`config.mk`:
```
export PLATFORM = sky130hd
export DESIGN_NAME = e1_multiframe_framer
export DESIGN_NICKNAME = d
export VERILOG_FILES = /design/src/core/e1_framer_pkg.sv /design/src/core/e1_crc4.sv /design/src/core/e1_multiframe_framer.sv
export SDC_FILE = /design/constraint.sdc
export NUM_CORES = 1
export LEC_CHECK = 0
export BUFFER_PORTS_ARGS = -buffer_cell sky130_fd_sc_hd__clkbuf_2
export CAP_MARGIN = 0
export CORE_UTILIZATION = 49
export DETAILED_ROUTE_END_ITERATION = 16
export GPL_TIMING_DRIVEN = 0
export PLACE_DENSITY = 0.87
export SLEW_MARGIN = 20
export SYNTH_ARGS = -nofsm -noshare
export SYNTH_HDL_FRONTEND = slang
export SYNTH_SLANG_ARGS = --single-unit
```
`constraint.sdc`:
```
create_clock -name mclk -period 3.2 [get_ports mclk]
set_input_delay 0 -clock mclk [delete_from_list [all_inputs] [get_ports mclk]]
set_output_delay 0 -clock mclk [all_outputs]
set_load 0.02 [all_outputs]
```
`src/core/e1_framer_pkg.sv`:
```
// shared constants and types for the e1 multiframe framer
package e1_framer_pkg;
    localparam int          LINE_RATE_KBPS  = 2048;
    localparam int          BITS_PER_SLOT   = 8;
    localparam int          SLOTS_PER_FRAME = 32;
    localparam int          FRAMES_PER_MF   = 16;
    localparam logic [4:0]  TS_FRAMING      = 5'h00;
    localparam logic [4:0]  TS_SIGNALLING   = 5'h10;
    localparam logic [7:0]  POS_LAST        = 8'hff;
    localparam logic [3:0]  FRAME_E_SMF1    = 4'hd;
    localparam logic [3:0]  FRAME_E_SMF2    = 4'hf;
    localparam logic [3:0]  FRAME_MF_LAST   = 4'hb;
    localparam logic [6:0]  ALIGN_WORD      = 7'h1b;
    localparam logic [5:0]  MF_PATTERN      = 6'h0b;
    localparam logic [3:0]  CRC_POLY        = 4'h3;
    localparam logic [2:0]  BIT_LAST        = 3'h7;
    localparam logic [2:0]  BIT_NFAS_ONE    = 3'h1;
    localparam logic [2:0]  BIT_ALARM       = 3'h2;
    localparam logic [2:0]  BIT_SIG_SPLIT   = 3'h4;

    typedef logic [30:1][3:0] sig_table_t;

    typedef struct packed {
        logic       rai;
        logic [4:0] spare;
        logic [3:0] mf_spare;
    } tx_ctrl_t;

    typedef struct packed {
        logic frame_aligned;
        logic mf_aligned;
        logic far_alarm;
        logic far_crc_err;
        logic crc_err;
    } rx_status_t;

    typedef enum logic [3:0] {
        RX_HUNT     = 4'h1,
        RX_CHK_NFAS = 4'h2,
        RX_CHK_FAS  = 4'h4,
        RX_SYNC     = 4'h8
    } rx_state_t;
endpackage

```
`src/core/e1_crc4.sv`:
```
// serial crc-4 (x^4+x+1) over one sub-multiframe
`timescale 1ns/1ps
module e1_crc4
    import e1_framer_pkg::*;
(
    input  wire logic       mclk,
    input  wire logic       resetn,
    input  wire logic       start,
    input  wire logic       din,
    output logic [3:0]      crc_q
);
    logic [3:0] base;
    logic [3:0] crc_d;
    logic       fb;

    always_comb begin
        base  = start ? 4'h0 : crc_q;
        fb    = din ^ base[3];
        crc_d = {base[2:0], 1'b0} ^ (fb ? CRC_POLY : 4'h0);
    end

    always_ff @(posedge mclk) begin
        if (!resetn) begin
            crc_q <= 4'h0;
        end else begin
            crc_q <= crc_d;
        end
    end
endmodule // e1_crc4

```
`src/core/e1_multiframe_framer.sv`:
```
// e1 framer and deframer with crc-4 multiframe and signalling slot
`timescale 1ns/1ps
module e1_multiframe_framer
    import e1_framer_pkg::*;
(
    input  wire logic        mclk,
    input  wire logic        resetn,
    input  wire logic [7:0]  tx_data,
    input  wire sig_table_t  tx_sig,
    input  wire tx_ctrl_t    tx_ctrl,
    output logic             tx_line_q,
    output logic [7:0]       tx_pos_q,
    output logic [3:0]       tx_frame_q,
    input  wire logic        rx_line,
    output logic [7:0]       rx_byte_q,
    output logic             rx_byte_valid_q,
    output logic [4:0]       rx_byte_ts_q,
    output logic [3:0]       rx_byte_frame_q,
    output sig_table_t       rx_sig_q,
    output rx_status_t       rx_status_q
);
    // ---------------- transmit
    logic [7:0] tx_pos_d;
    logic [3:0] tx_frame_d;
    logic       tx_line_d;
    logic [7:0] tx_hold_q;
    logic [7:0] tx_hold_d;
    logic [3:0] tx_cprev_q;
    logic [3:0] tx_cprev_d;
    logic [3:0] tx_crc;
    logic       tx_smf_start;
    logic [1:0] err_q;
    logic [1:0] err_d;
    logic [2:0] tbit;
    logic [4:0] tts;

    assign tbit         = tx_pos_q[2:0];
    assign tts          = tx_pos_q[7:3];
    assign tx_smf_start = (tx_pos_q == 8'h00) && (tx_frame_q[2:0] == 3'h0);

    always_comb begin
        tx_pos_d   = tx_pos_q + 8'h01;
        tx_frame_d = (tx_pos_q == POS_LAST) ? tx_frame_q + 4'h1 : tx_frame_q;
        tx_hold_d  = (tbit == 3'h0) ? tx_data : tx_hold_q;
        tx_cprev_d = tx_smf_start ? tx_crc : tx_cprev_q;
        if (tts == TS_FRAMING) begin
            if (!tx_frame_q[0]) begin
                if (tbit == 3'h0) begin
                    // every even frame carries a bit of the crc that finished at frame 0 or 8
                    tx_line_d = tx_cprev_d[2'(3 - tx_frame_q[2:1])];
                end else begin
                    tx_line_d = ALIGN_WORD[3'(7 - tbit)];
                end
            end else begin
                case (tbit)
                    3'h0: begin
                        if (tx_frame_q == FRAME_E_SMF1) begin
                            tx_line_d = ~err_q[0];
                        end else if (tx_frame_q == FRAME_E_SMF2) begin
                            tx_line_d = ~err_q[1];
                        end else begin
                            tx_line_d = MF_PATTERN[3'(5 - tx_frame_q[3:1])];
                        end
                    end
                    BIT_NFAS_ONE: tx_line_d = 1'b1;
                    BIT_ALARM:    tx_line_d = tx_ctrl.rai;
                    default:      tx_line_d = tx_ctrl.spare[3'(7 - tbit)];
                endcase
            end
        end else if (tts == TS_SIGNALLING) begin
            if (tx_frame_q == 4'h0) begin
                tx_line_d = (tbit < BIT_SIG_SPLIT) ? 1'b0
                          : tx_ctrl.mf_spare[2'(7 - tbit)];
            end else if (tbit < BIT_SIG_SPLIT) begin
                tx_line_d = tx_sig[tx_frame_q][2'(3 - tbit)];
            end else begin
                tx_line_d = tx_sig[5'(tx_frame_q) + 5'd15][2'(7 - tbit)];
            end
        end else begin
            tx_line_d = (tbit == 3'h0) ? tx_data[7] : tx_hold_q[3'(7 - tbit)];
        end
    end

    // crc computed with the crc bit positions forced to zero
    e1_crc4 u_tx_crc (
        .mclk   (mclk),
        .resetn (resetn),
        .start  (tx_smf_start),
        .din    ((tts == TS_FRAMING && tbit == 3'h0 && !tx_frame_q[0]) ? 1'b0 : tx_line_d),
        .crc_q  (tx_crc)
    );

    always_ff @(posedge mclk) begin
        if (!resetn) begin
            tx_pos_q   <= 8'h00;
            tx_frame_q <= 4'h0;
            tx_line_q  <= 1'b1;
            tx_hold_q  <= 8'hff;
            tx_cprev_q <= 4'h0;
        end else begin
            tx_pos_q   <= tx_pos_d;
            tx_frame_q <= tx_frame_d;
            tx_line_q  <= tx_line_d;
            tx_hold_q  <= tx_hold_d;
            tx_cprev_q <= tx_cprev_d;
        end
    end

    // ---------------- receive
    rx_state_t  st_q;
    rx_state_t  st_d;
    logic [7:0] rx_pos_q;
    logic [7:0] rx_pos_d;
    logic [3:0] rx_frame_q;
    logic [3:0] rx_frame_d;
    logic [6:0] sr_q;
    logic [6:0] sr_d;
    logic [5:0] mf_sr_q;
    logic [5:0] mf_sr_d;
    logic       mf_lock_q;
    logic       mf_lock_d;
    logic [3:0] c_rx_q;
    logic [3:0] c_rx_d;
    logic [3:0] rx_cprev_q;
    logic [3:0] rx_cprev_d;
    logic       cvalid_q;
    logic       cvalid_d;
    logic [3:0] rx_crc;
    logic       rx_smf_start;
    logic       fas_hit;
    logic [5:0] mf_word;
    logic [7:0] rbyte;
    logic [7:0] rx_byte_d;
    logic       rx_byte_valid_d;
    sig_table_t rx_sig_d;
    rx_status_t rx_status_d;

    assign fas_hit      = ({sr_q[5:0], rx_line} == ALIGN_WORD);
    assign mf_word      = {mf_sr_q[4:0], rx_line};
    assign rbyte        = {sr_q, rx_line};
    assign rx_smf_start = (rx_pos_q == 8'h00) && (rx_frame_q[2:0] == 3'h0);

    always_comb begin
        st_d            = st_q;
        rx_pos_d        = rx_pos_q + 8'h01;
        rx_frame_d      = (rx_pos_q == POS_LAST) ? rx_frame_q + 4'h1 : rx_frame_q;
        sr_d            = {sr_q[5:0], rx_line};
        mf_sr_d         = mf_sr_q;
        mf_lock_d       = mf_lock_q;
        c_rx_d          = c_rx_q;
        rx_cprev_d      = rx_cprev_q;
        cvalid_d        = cvalid_q;
        err_d           = err_q;
        rx_byte_d       = rx_byte_q;
        rx_byte_valid_d = 1'b0;
        rx_sig_d        = rx_sig_q;
        rx_status_d     = rx_status_q;
        rx_status_d.far_crc_err = 1'b0;
        rx_status_d.crc_err     = 1'b0;
        case (st_q)
            RX_HUNT: begin
                if (fas_hit) begin
                    rx_pos_d   = 8'h08;
                    rx_frame_d = 4'h0;
                    st_d       = RX_CHK_NFAS;
                end
            end
            RX_CHK_NFAS: begin
                if (rx_pos_q == 8'h01) begin
                    st_d = rx_line ? RX_CHK_FAS : RX_HUNT;
                end
            end
            RX_CHK_FAS: begin
                if (rx_pos_q == 8'h07 && !rx_frame_q[0]) begin
                    st_d = fas_hit ? RX_SYNC : RX_HUNT;
                end
            end
            RX_SYNC: begin
                if (rx_pos_q == 8'h07 && !rx_frame_q[0] && !fas_hit) begin
                    st_d = RX_HUNT;
                end
            end
            default: st_d = RX_HUNT;
        endcase
        if (st_q == RX_SYNC && st_d == RX_SYNC) begin
            if (rx_pos_q == 8'h00 && rx_frame_q[0]) begin
                mf_sr_d = mf_word;
                if (mf_word == MF_PATTERN) begin
                    rx_frame_d = FRAME_MF_LAST;
                    mf_lock_d  = 1'b1;
                end else if (rx_frame_q == FRAME_MF_LAST) begin
                    mf_lock_d  = 1'b0;
                end
                if (mf_lock_q && rx_frame_q[3:2] == 2'b11) begin
                    rx_status_d.far_crc_err = !rx_line;
                end
            end
            if (rx_pos_q == 8'h00 && !rx_frame_q[0]) begin
                c_rx_d[2'(3 - rx_frame_q[2:1])] = rx_line;
            end
            if (rx_pos_q == 8'({5'h0, BIT_ALARM}) && rx_frame_q[0]) begin
                rx_status_d.far_alarm = rx_line;
            end
            if (rx_smf_start && mf_lock_q) begin
                rx_cprev_d = rx_crc;
                cvalid_d   = 1'b1;
                if (cvalid_q) begin
                    err_d[rx_frame_q[3] ? 0 : 1] = (c_rx_q != rx_cprev_q);
                    rx_status_d.crc_err          = (c_rx_q != rx_cprev_q);
                end
            end
            if (rx_pos_q[2:0] == BIT_LAST) begin
                rx_byte_d       = rbyte;
                rx_byte_valid_d = 1'b1;
                if (rx_pos_q[7:3] == TS_SIGNALLING && mf_lock_q && rx_frame_q != 4'h0) begin
                    rx_sig_d[rx_frame_q]                = rbyte[7:4];
                    rx_sig_d[5'(rx_frame_q) + 5'd15]    = rbyte[3:0];
                end
            end
        end else begin
            mf_lock_d = 1'b0;
            cvalid_d  = 1'b0;
        end
        if (!mf_lock_d) begin
            cvalid_d = 1'b0;
        end
        rx_status_d.frame_aligned = (st_d == RX_SYNC);
        rx_status_d.mf_aligned    = mf_lock_d;
    end

    e1_crc4 u_rx_crc (
        .mclk   (mclk),
        .resetn (resetn),
        .start  (rx_smf_start),
        .din    ((rx_pos_q == 8'h00 && !rx_frame_q[0]) ? 1'b0 : rx_line),
        .crc_q  (rx_crc)
    );

    always_ff @(posedge mclk) begin
        if (!resetn) begin
            st_q            <= RX_HUNT;
            rx_pos_q        <= 8'h00;
            rx_frame_q      <= 4'h0;
            sr_q            <= 7'h00;
            mf_sr_q         <= 6'h00;
            mf_lock_q       <= 1'b0;
            c_rx_q          <= 4'h0;
            rx_cprev_q      <= 4'h0;
            cvalid_q        <= 1'b0;
            err_q           <= 2'h0;
            rx_byte_q       <= 8'h00;
            rx_byte_valid_q <= 1'b0;
            rx_byte_ts_q    <= 5'h00;
            rx_byte_frame_q <= 4'h0;
            rx_sig_q        <= '0;
            rx_status_q     <= '0;
        end else begin
            st_q            <= st_d;
            rx_pos_q        <= rx_pos_d;
            rx_frame_q      <= rx_frame_d;
            sr_q            <= sr_d;
            mf_sr_q         <= mf_sr_d;
            mf_lock_q       <= mf_lock_d;
            c_rx_q          <= c_rx_d;
            rx_cprev_q      <= rx_cprev_d;
            cvalid_q        <= cvalid_d;
            err_q           <= err_d;
            rx_byte_q       <= rx_byte_d;
            rx_byte_valid_q <= rx_byte_valid_d;
            rx_byte_ts_q    <= rx_pos_q[7:3];
            rx_byte_frame_q <= rx_frame_q;
            rx_sig_q        <= rx_sig_d;
            rx_status_q     <= rx_status_d;
        end
    end
endmodule // e1_multiframe_framer

```
==> results.toml <==
[timing]
skew_ps = 24.4
maxSlewViolCount = 0
fmax_mhz = 316
rsz0062_at_grt = "yes"
period_needed_ps = 3170
worst_pin_slew_ps = 826
finalCritPeriodShare = 0.990
setup_tns_ps = 0
slew_headroom = 0.449
setup_violations = 0
setup_ws_ps = 30.5
finalHoldViolCount = 0

[die]
io_pins = 297
die_w_um = 156
dieHeight_um = 156
coreArea_um2 = 22800
num_rows = 55
start_util = 0.505
dieArea_um2 = 24200

[grt]
grt_max_degree = 14
grt_antenna_before_repair = 1
use_met3 = 0.0674
top_usage_layer = "met2"
gr-usage-all-layers = 0.304
use_met1 = 0.387
grt_pass1_wl_mm = 57.8
met2_usage = 0.491
grt_pass1_vias = 10900
grt_overflow_total = 0

[cts]
clockBufferDepth = 3
clock_latency_ps = 540
clk_pin_slew_worst_paths_ps = 60
cts_made_buffers = 24
cts_max_level = 1
cts_tree = "built"
cts_root_buf = "clkbuf_16"
clock_sinks = 215

[place]
hpwl_mm = 28.7
place_ws_ps = -922
io_buffers = 296
gp_congestion = 0.986

[min_path]
hp-start = "rx_line"
holdPathEnd = "st_q[1]$_SDFF_PN0_"
holdPathStages = 5
hold_class = "in -> reg"

[setup_path]
crit_fanout = 10
r2r_cells = 11
startpoint_type = "register"
cp-end-kind = "register"
crit_arrival_ps = 3590
r2r-end = "u_tx_crc.crc_q[1]$_SDFF_PN0_"
path_class = "reg -> reg"
worst-endpoint-required_ps = 3620
reg2reg_slack_ps = 30
timing.rr.start = "tx_frame_q[0]$_SDFFE_PN0N_"
cp-startpoint = "tx_frame_q[0]$_SDFFE_PN0N_"

[route]
drt_first_pass_iters = 6
viasPerCell = 6.01
drt_wl_total_mm = 39.1
vias = 11800
drtIter0Drc = 1233
wire_per_inst_um = 19.8
ant_nets = 0
route.detailed.drc = 0

[final_layout]
area_growth_pct = 25.0
drive_gt1_frac = 0.284
seqCellArea_um2 = 4310
nFillCells = 1890
multi_input_area_um2 = 6840
fin_nets = 1803

[synthesis]
yosysWarnings = 0
synthesis.instances = 1309
yosysSeqAreaShare = 0.373
syn-mean-instance-area_um2 = 8.82
synth_edf_count = 0
dominantRegCellSynth = "dfxtp_1"
synth_cell_type_count = 79
ys_ff_latch = 215
syn_area_um2 = 11500
ys_async_sr_fraction = 0
syn_nets = 1472

[power_and_ir_drop]
power_mw = 5.89
leakagePower_nw = 5.66
power_density_nw_per_um2 = 408
ir_drop_mv = 0.433

[run]
drv_cap = 0

[outcome]
status = "completed"
metrics by stage:
stage | area, um2 | instances | util | hold slack (ps)
6_report | 14400 | 1969 | 0.632 | 65.4
3_5_place_dp | 13400 | 1918 | 0.588 | 225
4_1_cts | 14300 | 1967 | 0.626 | 36.7
3_3_place_gp | 13400 | 1918 | 0.588 | 218
2_1_floorplan | 11500 | 1309 | - | 124
5_1_grt | 14400 | 1969 | 0.632 | 121
repair_timing:
item / CTS / global route
endpoints found under the setup margin: 53 / 76
hold buffers: 9 / 0
hold endpoints to repair: 11 / 0
resized for setup: 16 / 34
pin swaps: 0 / 1
setup buffers: 0 / 1
sequential cells by signal, summed over array words and instances, names as in the netlist, 2 cells and up:
signal,flops
rx_byte_ts_q,5
err_q,2
tx_frame_q,4
u_tx_crc.crc_q,4
rx_byte_frame_q,4
st_q,4
mf_sr_q,5
u_rx_crc.crc_q,4
rx_status_q,4
c_rx_q,4
sr_q,7
tx_cprev_q,4
rx_byte_q,8
rx_frame_q,4
tx_pos_q,8
tx_hold_q,8
rx_cprev_q,4
rx_pos_q,8
rx_sig_q,120
worst max path at each step:
stage,cells after the start,to,slack [ps]
floorplan,13,u_tx_crc.crc_q[1]$_SDFF_PN0_,6
global placement,13,u_tx_crc.crc_q[1]$_SDFF_PN0_,-900
detailed placement,13,u_tx_crc.crc_q[1]$_SDFF_PN0_,-920
CTS,12,u_tx_crc.crc_q[1]$_SDFF_PN0_,-160
global route,11,u_tx_crc.crc_q[1]$_SDFF_PN0_,-70
finish,11,u_tx_crc.crc_q[1]$_SDFF_PN0_,30
power breakdown:
part | internal [mW] | total [mW] | switching [mW]
clock network | 1.55 | 2.69 | 1.13
logic | 0.213 | 0.472 | 0.259
registers | 2.71 | 2.73 | 0.0259
total | 4.47 | 5.89 | 1.42
critical path, stage by stage (launching register included):
cell      delay (ps)
dfxtp_1          370
clkbuf_4         230
buf_6            190
buf_4            270
mux4_2           550
a32oi_1          210
o41ai_1          110
o31ai_1          260
o211ai_1         310
nand2b_1         160
o311ai_1         100
a211o_1          290
logic make-up (layout without fill, tap and decap cells):
logic type | after synthesis | in the layout | share of synthesized area
fa+ha+maj | 22 | 22 | 0.0238
compound gates | 300 | 300 | 0.181
mux | 88 | 88 | 0.121
buf+inv | 122 | 468 | 0.0453
other cells | 0 | 1 | 0
simple gates | 538 | 538 | 0.238
flops | 215 | 215 | 0.373
xor+xnor | 24 | 24 | 0.0182
cell usage after synthesis (10+ instances only):
library cell,n,share of area
nor2_1,91,0.030
clkbuf_1,72,0.023
inv_1,14,0.0046
a31oi_1,14,0.0076
buf_2,16,0.0069
mux2i_1,44,0.038
nor2b_1,74,0.040
nor3_1,15,0.0065
ha_1,22,0.024
nand2_1,136,0.044
xnor2_1,19,0.014
nand3_1,89,0.039
a21boi_0,45,0.029
o221a_2,12,0.012
a21oi_1,66,0.029
a22oi_1,50,0.033
o21ai_0,28,0.012
and2_1,54,0.029
a21boi_1,17,0.011
dfxtp_1,215,0.37
and3_1,27,0.015
mux4_2,41,0.080
o21ai_2,10,0.0076
area by class of cell:
cell class | count | area share
clock buffers | 33 | 0.0467
flip-flops and latches | 215 | 0.298
plain buffers | 103 | 0.0334
inverters | 18 | 0.00503
diodes | 1 | 0.000173
multi-input cells | 972 | 0.474
repair buffers | 306 | 0.109
clock inverters | 8 | 0.00555
well taps | 313 | 0.0271
layout by cell type, fill, tap and decap left out, types with 6 or more instances in the layout:
master and count:
o21ai_2 10, nand2b_1 6, clkbuf_16 24, a31oi_1 14, and3_1 27, dfxtp_1 214
nand3_1 89, nand2_1 135, clkbuf_2 300, nor2b_1 74, o221a_2 12, o21ai_1 8
mux4_2 41, clkinv_2 6, mux2i_1 44, xnor2_1 19, o21ai_0 28, clkbuf_1 68
nor2_1 89, dlygate4sd3_1 9, nand4_1 7, and2_1 54, buf_2 15, buf_1 7
a21oi_1 65, ha_1 19, a22oi_1 50, inv_1 14, a21boi_0 45, buf_4 8
nor3_1 13, a21boi_1 17
routing by layer:
| layer | vias up | routed length (um) |
|---|---|---|
| met2 | 731 | 18000 |
| met5 | - | 0 |
| met1 | 5620 | 15500 |
| met3 | 120 | 4080 |
| met4 | 0 | 1530 |
| li1 | 5370 | - |
(Power assumes the default switching activity.)
